`src/hdl/amove_consts.svh`:
```
// Constants for the additive move command handshake block
`ifndef AMOVE_CONSTS_SVH
`define AMOVE_CONSTS_SVH
`define AMOVE_POLICY_ABORT 3'h0
`define AMOVE_POLICY_MAX 3'h5
`define AMOVE_FAULT_NONE 16'h0000
`define AMOVE_FAULT_ALARM 16'h0001
`define AMOVE_FAULT_OFFLINE 16'h0002
`define AMOVE_FAULT_PARAM 16'h0003
`define AMOVE_FAULT_OVERLAY 16'h0004
`define AMOVE_FAULT_POLICY 16'h0005
`define AMOVE_DIST_W 32
`endif

```
`src/hdl/amove_pkg.sv`:
```
// Types for the additive move command handshake block
package amove_pkg;
	// One-hot sequencer states
	typedef enum logic [4:0] {
		AMOVE_IDLE = 5'b00001,
		AMOVE_START = 5'b00010,
		AMOVE_WAIT = 5'b00100,
		AMOVE_RUN = 5'b01000,
		AMOVE_END = 5'b10000
	} amove_state_t;
	// Kind of motion already in progress on the axis
	typedef enum logic [1:0] {
		AMOVE_PRIOR_NONE = 2'h0,
		AMOVE_PRIOR_POS = 2'h1,
		AMOVE_PRIOR_VEL = 2'h2
	} amove_prior_t;
endpackage

```
`src/hdl/amove_top.sv`:
```
// Additive move handshake sequencer with Avalon-MM register access
`timescale 1ns/1ps
`include "amove_consts.svh"
module amove_top
	import amove_pkg::*;
#(
	parameter int DIST_W = `AMOVE_DIST_W
) (
	input wire logic sys_clk, // 10 MHz, one tick per controller period
	input wire logic rst_b,
	// Program side
	input wire logic trigger,
	input wire logic [2:0] queueing_policy,
	input wire logic [DIST_W-1:0] distance,
	output logic done,
	output logic busy,
	output logic active,
	output logic preempted_flag,
	output logic error,
	output logic [15:0] fault_code,
	// Axis side
	input wire amove_prior_t prior_kind,
	input wire logic [DIST_W-1:0] prior_remain,
	input wire logic overlay_run,
	input wire logic [DIST_W-1:0] overlay_remain,
	input wire logic axis_done,
	input wire logic axis_alarm,
	input wire logic axis_offline,
	input wire logic other_abort,
	output logic move_start,
	output logic [DIST_W-1:0] move_travel,
	output logic abort_prior,
	output logic abort_overlay,
	// Avalon-MM slave
	input wire logic [3:0] avs_address,
	input wire logic avs_read,
	input wire logic avs_write,
	input wire logic [31:0] avs_writedata,
	input wire logic [3:0] avs_byteenable,
	output logic [31:0] avs_readdata,
	output logic avs_waitrequest,
	output logic irq
);
	amove_state_t state; // Sequencer state
	amove_state_t next_state;
	logic trig_q; // Trigger one period ago
	logic trig_rise;
	logic trig_fall;
	logic fell_during; // Trigger dropped while running
	logic [2:0] policy_q; // Policy latched at trigger rise
	logic [DIST_W-1:0] dist_q; // Distance latched at trigger rise
	logic [DIST_W-1:0] plan_travel;
	logic plan_abort_prior;
	logic plan_abort_overlay;
	logic plan_wait;
	logic plan_reject;
	logic [15:0] plan_code;
	logic axis_fault;
	logic ev_done; // One-period events
	logic ev_abort;
	logic ev_error;
	logic [2:0] irq_status; // Sticky: done, abort, error
	logic [2:0] irq_mask;
	logic rd_ack; // Read answers one cycle after request
	logic [31:0] next_rdata;

	assign trig_rise = trigger & ~trig_q;
	assign trig_fall = ~trigger & trig_q;
	assign axis_fault = axis_alarm | axis_offline;

	// Edge detection of the trigger level
	always_ff @(posedge sys_clk or negedge rst_b) begin
		if (!rst_b) begin
			trig_q <= 1'b0;
		end else begin
			trig_q <= trigger;
		end
	end

	// Latch inputs at the start edge only
	always_ff @(posedge sys_clk or negedge rst_b) begin
		if (!rst_b) begin
			policy_q <= `AMOVE_POLICY_ABORT;
			dist_q <= '0;
		end else if (trig_rise && state == AMOVE_IDLE) begin
			policy_q <= queueing_policy;
			dist_q <= distance;
		end
	end

	// Planner sees the latched request against current axis activity
	amove_plan #(
		.DIST_W(DIST_W)
	) u_plan (
		.distance(dist_q),
		.policy(policy_q),
		.prior_kind(prior_kind),
		.prior_remain(prior_remain),
		.overlay_run(overlay_run),
		.overlay_remain(overlay_remain),
		.travel(plan_travel),
		.abort_prior(plan_abort_prior),
		.abort_overlay(plan_abort_overlay),
		.wait_prior(plan_wait),
		.reject(plan_reject),
		.reject_code(plan_code)
	);

	// Terminating events, priority error over abort over done
	always_comb begin
		ev_error = 1'b0;
		ev_abort = 1'b0;
		ev_done = 1'b0;
		case (state)
			AMOVE_START: begin
				ev_error = plan_reject | axis_fault;
				// An abort in the launch period still counts as preemption
				ev_abort = ~plan_reject & ~axis_fault & other_abort;
			end
			AMOVE_WAIT: begin
				ev_error = axis_fault;
				ev_abort = ~axis_fault & other_abort;
			end
			AMOVE_RUN: begin
				ev_error = axis_fault;
				ev_abort = ~axis_fault & other_abort;
				ev_done = ~axis_fault & ~other_abort & axis_done;
			end
			default: begin
				ev_error = 1'b0;
			end
		endcase
	end

	// Sequencer transitions
	always_comb begin
		next_state = state;
		case (state)
			AMOVE_IDLE: begin
				// Re-edges are only looked at here, so a running move
				// ignores them
				if (trig_rise) begin
					next_state = AMOVE_START;
				end
			end
			AMOVE_START: begin
				if (ev_error || ev_abort) begin
					next_state = AMOVE_END;
				end else if (plan_wait) begin
					next_state = AMOVE_WAIT;
				end else begin
					next_state = AMOVE_RUN;
				end
			end
			AMOVE_WAIT: begin
				if (ev_error || ev_abort) begin
					next_state = AMOVE_END;
				end else if (prior_kind == AMOVE_PRIOR_NONE) begin
					next_state = AMOVE_RUN;
				end
			end
			AMOVE_RUN: begin
				if (ev_error || ev_abort || ev_done) begin
					next_state = AMOVE_END;
				end
			end
			AMOVE_END: begin
				// Flags stand; back to idle once they are cleared
				if (!trigger || fell_during) begin
					next_state = AMOVE_IDLE;
				end
			end
			default: begin
				next_state = AMOVE_IDLE;
			end
		endcase
	end

	// State register
	always_ff @(posedge sys_clk or negedge rst_b) begin
		if (!rst_b) begin
			state <= AMOVE_IDLE;
		end else begin
			state <= next_state;
		end
	end

	// Remember a trigger drop that happened mid-move
	always_ff @(posedge sys_clk or negedge rst_b) begin
		if (!rst_b) begin
			fell_during <= 1'b0;
		end else if (state == AMOVE_IDLE) begin
			fell_during <= 1'b0;
		end else if (trig_fall && state != AMOVE_END) begin
			fell_during <= 1'b1;
		end
	end

	// Busy from the rise edge period, Active one period later
	always_comb begin
		busy = (state == AMOVE_START) || (state == AMOVE_WAIT) ||
			(state == AMOVE_RUN);
		// A queued move is not yet steering the axis, so no Active
		active = (state == AMOVE_RUN);
	end

	// Done flag
	always_ff @(posedge sys_clk or negedge rst_b) begin
		if (!rst_b) begin
			done <= 1'b0;
		end else if (ev_done) begin
			done <= 1'b1;
		end else if (done && (fell_during || trig_fall)) begin
			// Early drop gives one period; else wait for fall
			done <= 1'b0;
		end
	end

	// Preempted flag
	always_ff @(posedge sys_clk or negedge rst_b) begin
		if (!rst_b) begin
			preempted_flag <= 1'b0;
		end else if (ev_abort) begin
			preempted_flag <= 1'b1;
		end else if (preempted_flag && (fell_during || trig_fall)) begin
			preempted_flag <= 1'b0;
		end
	end

	// Error flag and fault code; code clears with the flag
	always_ff @(posedge sys_clk or negedge rst_b) begin
		if (!rst_b) begin
			error <= 1'b0;
			fault_code <= `AMOVE_FAULT_NONE;
		end else if (ev_error) begin
			error <= 1'b1;
			if (axis_alarm) begin
				fault_code <= `AMOVE_FAULT_ALARM;
			end else if (axis_offline) begin
				fault_code <= `AMOVE_FAULT_OFFLINE;
			end else begin
				fault_code <= plan_code;
			end
		end else if (error && (fell_during || trig_fall)) begin
			// An early drop also releases the error after one period
			error <= 1'b0;
			fault_code <= `AMOVE_FAULT_NONE;
		end
	end

	// Commands toward the axis; start and aborts are one-period pulses, travel is held
	always_ff @(posedge sys_clk or negedge rst_b) begin
		if (!rst_b) begin
			move_start <= 1'b0;
			move_travel <= '0;
			abort_prior <= 1'b0;
			abort_overlay <= 1'b0;
		end else begin
			move_start <= (next_state == AMOVE_RUN) && (state != AMOVE_RUN);
			abort_prior <= (state == AMOVE_START) && !ev_error &&
				!ev_abort && plan_abort_prior;
			abort_overlay <= (state == AMOVE_START) && !ev_error &&
				!ev_abort && plan_abort_overlay;
			if (state == AMOVE_START || state == AMOVE_WAIT) begin
				move_travel <= plan_travel;
			end
		end
	end

	// Sticky event status; set wins over the clearing read
	always_ff @(posedge sys_clk or negedge rst_b) begin
		if (!rst_b) begin
			irq_status <= 3'h0;
		end else begin
			irq_status <= (irq_status &
				~((rd_ack && avs_address == 4'h2) ? 3'h7 : 3'h0)) |
				{ev_error, ev_abort, ev_done};
		end
	end

	// Mask register, low byte lane only
	always_ff @(posedge sys_clk or negedge rst_b) begin
		if (!rst_b) begin
			irq_mask <= 3'h0;
		end else if (avs_write && avs_address == 4'h3 && avs_byteenable[0]) begin
			irq_mask <= avs_writedata[2:0];
		end
	end

	assign irq = |(irq_status & irq_mask);

	// Read mux: 0 flags, 1 fault code, 2 status, 3 mask, else zero
	always_comb begin
		case (avs_address)
			4'h0: next_rdata = {26'h0, preempted_flag, error, active, busy,
				done, trigger};
			4'h1: next_rdata = {16'h0, fault_code};
			4'h2: next_rdata = {29'h0, irq_status};
			4'h3: next_rdata = {29'h0, irq_mask};
			default: next_rdata = 32'h0;
		endcase
	end

	// Reads wait one cycle so data come from a flop; writes never wait
	always_ff @(posedge sys_clk or negedge rst_b) begin
		if (!rst_b) begin
			rd_ack <= 1'b0;
			avs_readdata <= 32'h0;
		end else begin
			rd_ack <= avs_read && !rd_ack;
			if (avs_read && !rd_ack) begin
				avs_readdata <= next_rdata;
			end
		end
	end

	assign avs_waitrequest = avs_read && !rd_ack;
endmodule

```
`src/hdl/amove_plan.sv`:
```
// Start planner: travel sum and queueing decision at trigger rise
`timescale 1ns/1ps
`include "amove_consts.svh"
module amove_plan
	import amove_pkg::*;
#(
	parameter int DIST_W = `AMOVE_DIST_W
) (
	input wire logic [DIST_W-1:0] distance,
	input wire logic [2:0] policy,
	input wire amove_prior_t prior_kind,
	input wire logic [DIST_W-1:0] prior_remain,
	input wire logic overlay_run,
	input wire logic [DIST_W-1:0] overlay_remain,
	output logic [DIST_W-1:0] travel,
	output logic abort_prior,
	output logic abort_overlay,
	output logic wait_prior,
	output logic reject,
	output logic [15:0] reject_code
);
	logic aborting; // Policy zero means abort
	logic bad_policy; // Codes above five are illegal
	assign aborting = (policy == `AMOVE_POLICY_ABORT);
	assign bad_policy = (policy > `AMOVE_POLICY_MAX);

	// Decide travel and what to do with the motion in progress
	always_comb begin
		travel = distance;
		abort_prior = 1'b0;
		abort_overlay = 1'b0;
		wait_prior = 1'b0;
		reject = 1'b0;
		reject_code = `AMOVE_FAULT_NONE;
		if (bad_policy) begin
			reject = 1'b1;
			reject_code = `AMOVE_FAULT_POLICY;
		end else if (prior_kind == AMOVE_PRIOR_VEL) begin
			// Velocity command is dropped; own distance only
			abort_prior = 1'b1;
			abort_overlay = overlay_run;
		end else if (overlay_run && prior_kind == AMOVE_PRIOR_NONE) begin
			if (aborting) begin
				abort_overlay = 1'b1;
				travel = distance + overlay_remain;
			end else begin
				reject = 1'b1;
				reject_code = `AMOVE_FAULT_OVERLAY;
			end
		end else if (overlay_run) begin
			if (aborting) begin
				// Table form taken: both remainders are added
				abort_overlay = 1'b1;
				abort_prior = 1'b1;
				travel = distance + prior_remain + overlay_remain;
			end else begin
				wait_prior = 1'b1;
			end
		end else if (prior_kind == AMOVE_PRIOR_POS) begin
			// Additive semantics regardless of policy
			abort_prior = 1'b1;
			travel = distance + prior_remain;
		end
	end
endmodule

```
`config.mk`:
```
export PLATFORM = sky130hd
export DESIGN_NAME = amove_top
export DESIGN_NICKNAME = d
export VERILOG_FILES = /design/src/hdl/amove_pkg.sv /design/src/hdl/amove_top.sv /design/src/hdl/amove_plan.sv
export VERILOG_INCLUDE_DIRS = /design/src /design/src/hdl
export SDC_FILE = /design/constraint.sdc
export NUM_CORES = 1
export LEC_CHECK = 0
export BUFFER_PORTS_ARGS = -buffer_cell sky130_fd_sc_hd__buf_2
export CORE_MARGIN = 1.5
export CORE_UTILIZATION = 45
export DETAILED_ROUTE_END_ITERATION = 10
export PLACE_DENSITY = 0.8
export SYNTH_ARGS = -nofsm -noshare
export SYNTH_HDL_FRONTEND = slang
export SYNTH_SLANG_ARGS = --single-unit
export TNS_END_PERCENT = 10
```
`constraint.sdc`:
```
create_clock -name sys_clk -period 14 [get_ports sys_clk]
set_input_delay 2.8 -clock sys_clk [delete_from_list [all_inputs] [get_ports sys_clk]]
set_output_delay 2.8 -clock sys_clk [all_outputs]
set_load 0.005 [all_outputs]
```
==> results.cfg, run 1 <==
[outcome]
run_status = finished, final reports clean

[yosys]
yosysUniqueCellTypes = 85
synthArstFlopShare_pct = 100.0
synth_flop_cell = dfrtp_1
yosysWarningCount = 0
synth_edf_count = 0
syn_avg_cell_area_sq_um = 7.710
ys_seq_elements = 96
synth_top_cell_by_area = dfrtp_1
synth_area_sq_um = 10200
syn_inst = 1323
netlist.area_leader.share_pct = 23.31
synth.area.top_cells = dfrtp_1, ha_1, nand2_1, a21oi_1, o21ai_0
yosysSeqAreaShare_pct = 23.56

[drt]
dr.pass1.iters = 6
wl_um = 33940
vias = 10730
ant_nets = 0
drcViolationCount = 0
wl_per_cell_um = 19.41
drt_iter0_markers = 993
viasPerCell = 6.134

[sta]
fin_crit_sh_pct = 54.84
timing.fmax_ghz = 0.1302
hold_ws_ps = 476.7
skew_ps = 9.007
drv_slew = 0
relSlewSlack_pct = 25.05
rsz0062_at_grt = no
tns_ps = 0
hold_viol_final = 0
period_minus_slack_ps = 7678
tightest_slew_ps = 1124
setup_viol = 0
worst_slack_ps = 6322

[clock_network]
clkTransAtPathRegs_ps = 80
cts_tree = yes
root_buffer = clkbuf_16
post_cts_buffers = 0
clk_latency_ps = 370
numCtsBuffers = 9
cts.sinks = 96
h-tree-depth = 3
ctsResizeCount = 0
cts_max_path_buffers = 2
ctsHoldBuffers = 0

[floorplanning]
die_w_um = 153.6
die_height_um = 153.6
initial_utilization_pct = 46.31
dieArea_sq_um = 23580
coreArea_sq_um = 22030
rows = 54
pin_count = 241

[critical_path]
cp_top_family = compound AO/OA/AOI/OAI gates
r2r_setup_slack_ps = 8370
worstSetupEndpointType = flip-flop
r2r-end = move_travel[31]
critPathSlowestCell = a31oi_1
worstPathMaxFanout = 8
max_stage_delay_ps = 520
crit_chain = buf_2 > ha_1 > fa_1 > a211oi_1 > o21ai_1 > a31oi_1 > o21ai_1 > a21boi_1 > o21ai_1 > xor2_1 > ha_1 > and4_1 > nand3_1 > o211ai_1 > and2_1 > a2111oi_1 > a311oi_1 > o21ai_1 > a221o_1
crit_buf_inv = 1
reg2reg_depth = 18
crit_required_ps = 14260
cp.arrival_ps = 7940
crit_top_cell = o21ai_1
crit_type = input pin to flip-flop
start_kind = input pin
r2r_start = dist_q[0]

[placed_design]
place_area_sq_um = 11140
io_buffer_count = 169
pre_cts_slack_ps = 5996
dpl.hpwl_um = 26070
place_congestion = 0.9523

[cells_and_area]
final_cell_mix = nand2_1, buf_2, a21oi_1, ha_1, dfrtp_1
area_delta_synth_final_pct = 12.18
final_common_cell = nand2_1
nets = 1714
fin_area_sq_um = 11440
drive_gt1_share_pct = 15.61

[power_and_ir_drop]
ir_drop_v = 0.00008502
totalPowerFinal_mw = 2.383
p_leak_nw = 5.600
powerDensity_nw_per_um2 = 208.3

[global_route]
grt_pass1_vias = 10170
grt_pass1_wl_um = 54030
antenna_found_initial = 2
grt_max_degree = 61
grt-ovfl-total = 0
grt.total_usage_pct = 28.70

[run]
cap_violations = 0

[min_path]
holdPathEnd = move_travel[1]
holdPathStages = 2
hp-class = flip-flop to flip-flop
min_from = move_travel[1]
layer usage:
metal  track usage [%]  part of all wire, %
met1             37.45                   41
met2             47.68                   47
met3             3.579                  7.3
met4             12.71                  4.2
met5                 0                    0
registers in the layout, summed over array words and instances, names as in the netlist:
register        flops
abort_overlay       1
abort_prior         1
avs_readdata        6
dist_q             32
done                1
error               1
fault_code          3
fell_during         1
irq_mask            3
irq_status          3
move_start          1
move_travel        32
policy_q            3
preempted_flag      1
rd_ack              1
state               5
trig_q              1
worst max path at each step:
stage                    start               to  slack (ps)  cells past startpoint
2_1_floorplan  prior_remain[0]  move_travel[31]        7080                     18
3_3_place_gp   prior_remain[0]  move_travel[31]        6040                     19
3_5_place_dp   prior_remain[0]  move_travel[31]        6000                     19
4_1_cts        prior_remain[0]  move_travel[31]        6380                     19
5_1_grt        prior_remain[0]  move_travel[31]        5960                     19
6_report       prior_remain[0]  move_travel[31]        6320                     19
cells by family after synthesis:
kind of cell	count (synthesis)	synth area share, %
fa+ha+maj	101	12.61
other cells	1	0.03677
compound gates	474	30.10
simple gates	444	19.76
buf+inv	123	6.133
mux	13	1.693
flops	96	23.56
xor+xnor	71	6.097
synthesized netlist by cell type (4+ instances only):
library cell	instances
a21o_1	51
o21bai_1	7
nand2b_1	10
a221oi_1	6
o21ai_1	23
o221ai_1	11
a31oi_1	15
o22ai_1	13
nor2_1	82
ha_1	98
and3_1	21
mux2i_1	6
dfrtp_1	95
or3_1	14
a22oi_1	4
clkbuf_1	39
o211ai_1	13
o21a_1	12
or2_2	4
nor3_1	32
buf_4	39
buf_2	8
nand3_1	25
buf_1	4
xnor2_1	39
nand4_1	17
inv_1	30
o21ai_0	91
nor2b_1	16
and2_1	8
a21oi_1	134
o2111a_1	4
xor2_1	32
a211oi_1	18
a22o_1	8
o31ai_1	8
a2111oi_0	6
nand2_1	202
through the flow:
step           util, %  std cells
5_1_grt          51.95       1749
6_report         51.95       1749
3_3_place_gp     50.57       1731
2_1_floorplan        -       1361
4_1_cts          51.93       1747
3_5_place_dp     50.57       1731
worst min-delay path: stages (launching register included):
cell and delay, ps:
dfrtp_1 340, nand2_1 50, o21ai_0 60
cell type report:
class | count | area [sq um]
antenna | 2 | 5.005
timing repair buffer | 181 | 938.4
sequential | 96 | 2404
inverter | 32 | 120.1
fill | 2186 | 10580
clock buffer | 10 | 239.0
clock inverter | 6 | 60.06
tap | 280 | 350.3
multi-input combinational | 1142 | 7326
power breakdown:
part           switching (mW)  internal (mW)
clock                   0.130          0.130
sequential              0.101          0.366
combinational           0.994          0.662
Note: power is estimated with default switching activity, not from simulation.
==> run 2: changes to the inputs <==
--- a/config.mk
+++ b/config.mk
@@ -10,7 +10,7 @@
 export CORE_MARGIN = 1.5
 export CORE_UTILIZATION = 45
 export DETAILED_ROUTE_END_ITERATION = 10
-export PLACE_DENSITY = 0.8
+export PLACE_DENSITY = 0.82
 export SYNTH_ARGS = -nofsm -noshare
 export SYNTH_HDL_FRONTEND = slang
 export SYNTH_SLANG_ARGS = --single-unit
==> constraint.sdc (replaced) <==
create_clock -name sys_clk -period 7 [get_ports sys_clk]
set_input_delay 1.4 -clock sys_clk [delete_from_list [all_inputs] [get_ports sys_clk]]
set_output_delay 1.4 -clock sys_clk [all_outputs]
set_load 0.005 [all_outputs]
==> run 2 against run 1 <==
  * Critical path depth increased by 1
  * Worst setup slack got worse by 5400 ps
  * Critical path type unchanged
  * Global-route usage decreased by 0.090 points
  * Non-clock buffer count decreased by 1
  * First-iteration DRC count increased by 1.0%
  * Design area decreased by 0.20%
  * Core utilization decreased by 0.10 points
  * Register-to-register slack got worse by 6800 ps
==> results.cfg, run 2 (synthesis results as in run 1) <==
[global_route]
antenna_found_initial = 2
grt_pass1_wl_um = 53610
grt_pass1_vias = 10120
grt_max_degree = 73
grt-ovfl-total = 0
grt.total_usage_pct = 28.61

[drt]
vias = 10730
wl_um = 34010
dr.pass1.iters = 6
viasPerCell = 6.137
ant_nets = 0
drcViolationCount = 0
drt_iter0_markers = 1003
wl_per_cell_um = 19.44

[clock_network]
h-tree-depth = 3
ctsResizeCount = 0
post_cts_buffers = 0
numCtsBuffers = 9
clk_latency_ps = 370
ctsHoldBuffers = 0
cts_tree = yes
cts_max_path_buffers = 2
clkTransAtPathRegs_ps = 80
cts.sinks = 96
root_buffer = clkbuf_16

[outcome]
run_status = finished, final reports clean

[min_path]
hp-class = flip-flop to flip-flop
holdPathStages = 2

[critical_path]
r2r_setup_slack_ps = 1580
start_kind = input pin
crit_type = input pin to flip-flop
worstPathMaxFanout = 8
cp.arrival_ps = 6330
worstSetupEndpointType = flip-flop
reg2reg_depth = 19
crit_required_ps = 7250

[floorplanning]
pin_count = 241
dieArea_sq_um = 23580
initial_utilization_pct = 46.31
die_height_um = 153.6
coreArea_sq_um = 22030
die_w_um = 153.6
rows = 54

[cells_and_area]
fin_area_sq_um = 11420
nets = 1713
area_delta_synth_final_pct = 11.96
final_cell_mix = nand2_1, buf_2, a21oi_1, ha_1, dfrtp_1
reg_top3 = dist_q: 32 flops, move_travel: 32 flops, avs_readdata: 6 flops
drive_gt1_share_pct = 15.48
final_common_cell = nand2_1
finish.utilization_pct = 51.85
layoutNonFillerInstCount = 1749

[power_and_ir_drop]
powerDensity_nw_per_um2 = 412.3
ir_drop_v = 0.0001801
p_leak_nw = 5.579

[placed_design]
io_buffer_count = 169
dp_cells = 1730
place_area_sq_um = 11130
dpl.hpwl_um = 26020
place_congestion = 1.006

[sta]
skew_ps = 12.63
hold_viol_final = 0
setup_viol = 0
tightest_slew_ps = 1125
period_minus_slack_ps = 6074
drv_slew = 0
rsz0062_at_grt = no
fin_crit_sh_pct = 86.77
relSlewSlack_pct = 24.74
timing.fmax_ghz = 0.1646
tns_ps = 0

[run]
cap_violations = 0
[run 2: cell types whose count changed in the layout (fill, tap and decap cells not counted), sizes merged]
cell	delta
clkinvlp	+2
diode	+1
buf	-1
clkinv	-2
[run 2: final cells by class]
type,count,area [sq um]
Antenna cell,3,7.507
Tap cell,280,350.3
Clock buffer,10,229.0
Multi-Input combinational cell,1142,7326
Fill cell,2199,10610
Timing Repair Buffer,180,930.9
Sequential cell,96,2404
Clock inverter,6,52.55
Inverter,32,120.1
[run 2: worst paths after layout]
check / startpoint / to
max in group asynchronous: rst_b / move_travel[15]
min in group asynchronous: rst_b / avs_readdata[4]
min: move_travel[2] / move_travel[2]
max reg2reg: dist_q[0] / move_travel[31]
min reg2reg: move_travel[2] / move_travel[2]
max: prior_remain[0] / move_travel[31]
[run 2: per-stage QoR]
stage                     hold slack (ps)  power [mW]  setup WS [ps]
final                               475.5       4.708          926.4
after global routing                501.7       5.079          656.0
after CTS                           482.6       4.645           1093
after detailed placement            464.2       4.115          713.5
after global placement              457.9       4.059          817.1
after floorplan                     460.4       3.274           1476
[run 2: critical path, stage by stage]
cell and delay [ps]:
buf_2 100, ha_1 270, fa_1 450, a211oi_1 330, o21ai_1 210, a31oi_1 230, buf_4 180, o21ai_1 90
a21boi_1 280, o21ai_1 130, xor2_1 160, ha_1 400, and4_1 270, nand3_1 170, o211ai_1 460, and2_1 290
a2111oi_1 100, a311oi_1 320, o21ai_1 120, a221o_1 360
[run 2: per-layer routing]
| layer | wire length, um | GRT usage [%] | up-vias |
|---|---|---|---|
| met5 | 0 | 0 | - |
| met4 | 1432 | 13.04 | 0 |
| met3 | 2596 | 4.425 | 106 |
| met2 | 15730 | 46.97 | 495 |
| met1 | 14250 | 37.11 | 5069 |
| li1 | - | - | 5063 |
[run 2: report_power, final]
| part | leakage, nW | total, mW | internal (mW) | switching [mW] |
|---|---|---|---|---|
| sequential | 1.20 | 0.933 | 0.733 | 0.200 |
| combinational | 4.24 | 3.27 | 1.33 | 1.94 |
| clock | 0.132 | 0.507 | 0.248 | 0.259 |
==> run 3: changes to the inputs <==
--- a/config.mk
+++ b/config.mk
@@ -10,6 +10,7 @@
 export CORE_MARGIN = 1.5
 export CORE_UTILIZATION = 45
 export DETAILED_ROUTE_END_ITERATION = 10
+export MAX_ROUTING_LAYER = met4
 export PLACE_DENSITY = 0.82
 export SYNTH_ARGS = -nofsm -noshare
 export SYNTH_HDL_FRONTEND = slang
==> run 3 against run 2 <==
  * Global-route usage grew 1.0 points
  * Sequential power barely moved
  * Design area about the same
  * Non-clock buffer count did not move
  * Clock power rose by 2%
  * Worst setup slack lost 38 ps
  * Sequential cell count stayed put
  * First-iteration DRC count down 8.0%
  * Via count hardly changed
==> results.cfg, run 3 (synthesis results as in run 1) <==
[global_route]
grt.total_usage_pct = 29.63
grt_pass1_vias = 10130
grt_max_degree = 75
grt_pass1_wl_um = 53930
antenna_found_initial = 2
grt-ovfl-total = 0

[critical_path]
crit_type = input pin to flip-flop
cp-startpoint = prior_remain[0]
crit_top_cell = o21ai_1
start_kind = input pin
r2r_start = dist_q[0]
crit_chain = buf_2 > ha_1 > fa_1 > a211oi_1 > o21ai_1 > a31oi_1 > buf_4 > o21ai_1 > a21boi_1 > o21ai_1 > xor2_1 > ha_1 > and4_1 > nand3_1 > o211ai_1 > and2_1 > a2111oi_1 > a311oi_1 > o21ai_1 > a221o_1
cp.arrival_ps = 6360
worstPathMaxFanout = 8
crit_required_ps = 7250
worstSetupEndpointType = flip-flop
critPathSlowestCell = fa_1
max_stage_delay_ps = 450

[min_path]
hp-class = flip-flop to flip-flop
min_from = move_travel[2]

[power_and_ir_drop]
ir_drop_v = 0.0001838
totalPowerFinal_mw = 4.712
powerDensity_nw_per_um2 = 412.3
p_leak_nw = 5.594

[sta]
rsz0062_at_grt = no
tightest_slew_ps = 1094
drv_slew = 0
skew_ps = 7.993
period_minus_slack_ps = 6111
hold_viol_final = 0
relSlewSlack_pct = 26.77
tns_ps = 0
timing.fmax_ghz = 0.1636
fin_crit_sh_pct = 87.30
setup_viol = 0

[floorplanning]
dieArea_sq_um = 23580
die_height_um = 153.6
initial_utilization_pct = 46.31
pin_count = 241
rows = 54
coreArea_sq_um = 22030
die_w_um = 153.6

[drt]
drcViolationCount = 0
wl_per_cell_um = 19.53
viasPerCell = 6.144
ant_nets = 0
drt_iter0_markers = 923
wl_um = 34140
vias = 10740
dr.pass1.iters = 6

[run]
cap_violations = 0

[cells_and_area]
fillerInstances = 2201
final_common_cell = nand2_1
drive_gt1_share_pct = 15.55
nets = 1713
finish.utilization_pct = 51.89
area_delta_synth_final_pct = 12.06
final_cell_mix = nand2_1, buf_2, a21oi_1, ha_1, dfrtp_1
reg_top3 = dist_q: 32 flops, move_travel: 32 flops, avs_readdata: 6 flops

[placed_design]
place_congestion = 1.009
dpl.hpwl_um = 26100
io_buffer_count = 169

[clock_network]
h-tree-depth = 3
numCtsBuffers = 9
ctsResizeCount = 0
post_cts_buffers = 0
cts.sinks = 96
clk_latency_ps = 360
cts_max_path_buffers = 2
root_buffer = clkbuf_16
clkTransAtPathRegs_ps = 80
ctsHoldBuffers = 0
cts_tree = yes

[outcome]
run_status = finished, final reports clean
-- run 3: changes by cell type in the layout (fill, tap and decap cells not counted), sizes merged --
cell / previous run / this run
inv: 35 / 37
diode: 3 / 2
clkinvlp: 2 / 0
-- run 3: stage by stage --
stage / hold WS (ps) / instances / instance area (sq um) / worst slack (ps)
global route: 504.4 / 1748 / 11430 / 603.0
CTS: 483.0 / 1746 / 11420 / 1018
finish: 482.0 / 1748 / 11430 / 888.7
global placement: 462.1 / 1730 / 11130 / 821.4
floorplan: 460.4 / 1361 / 10340 / 1476
detailed placement: 465.5 / 1730 / 11130 / 646.9
-- run 3: metal layers --
| layer | track usage (%) | up-vias | share of wire [%] |
|---|---|---|---|
| li1 | - | 5076 | - |
| met1 | 37.90 | 5064 | 42 |
| met2 | 47.30 | 506 | 47 |
| met3 | 3.185 | 93 | 7.4 |
| met4 | 13.50 | 0 | 3.8 |
| met5 | - | - | 0 |
-- run 3: where the power goes --
part	switching [mW]	total, mW	internal, mW
clock network	0.257	0.517	0.260
registers	0.198	0.931	0.733
logic	1.94	3.26	1.33
-- run 3: area by class of cell --
type | count | area (sq um) | area share, %
Clock buffer | 10 | 239.0 | 2.091
Antenna cell | 2 | 5.005 | 0.04379
Inverter | 32 | 120.1 | 1.051
Timing Repair Buffer | 180 | 930.9 | 8.145
Tap cell | 280 | 350.3 | 3.065
Multi-Input combinational cell | 1142 | 7326 | 64.09
Clock inverter | 6 | 55.05 | 0.4817
Sequential cell | 96 | 2404 | 21.03
-- run 3: final timing paths --
| check | endpoint | slack [ps] | cells after the start |
|---|---|---|---|
| max reg2reg | move_travel[31] | 1550 | 19 |
| max in group asynchronous | move_travel[11] | 4730 | 2 |
| min in group asynchronous | avs_readdata[4] | 910 | 1 |
| min | move_travel[2] | 480 | 2 |
| max | move_travel[31] | 890 | 20 |
| min reg2reg | move_travel[2] | 480 | 2 |
-- run 3: critical path: cells and delay by family --
kind	cells	cell delay, ps
compound gates	11	2690
xor+xnor	1	170
fa+ha+maj	3	1120
buf+inv	2	270
simple gates	3	710
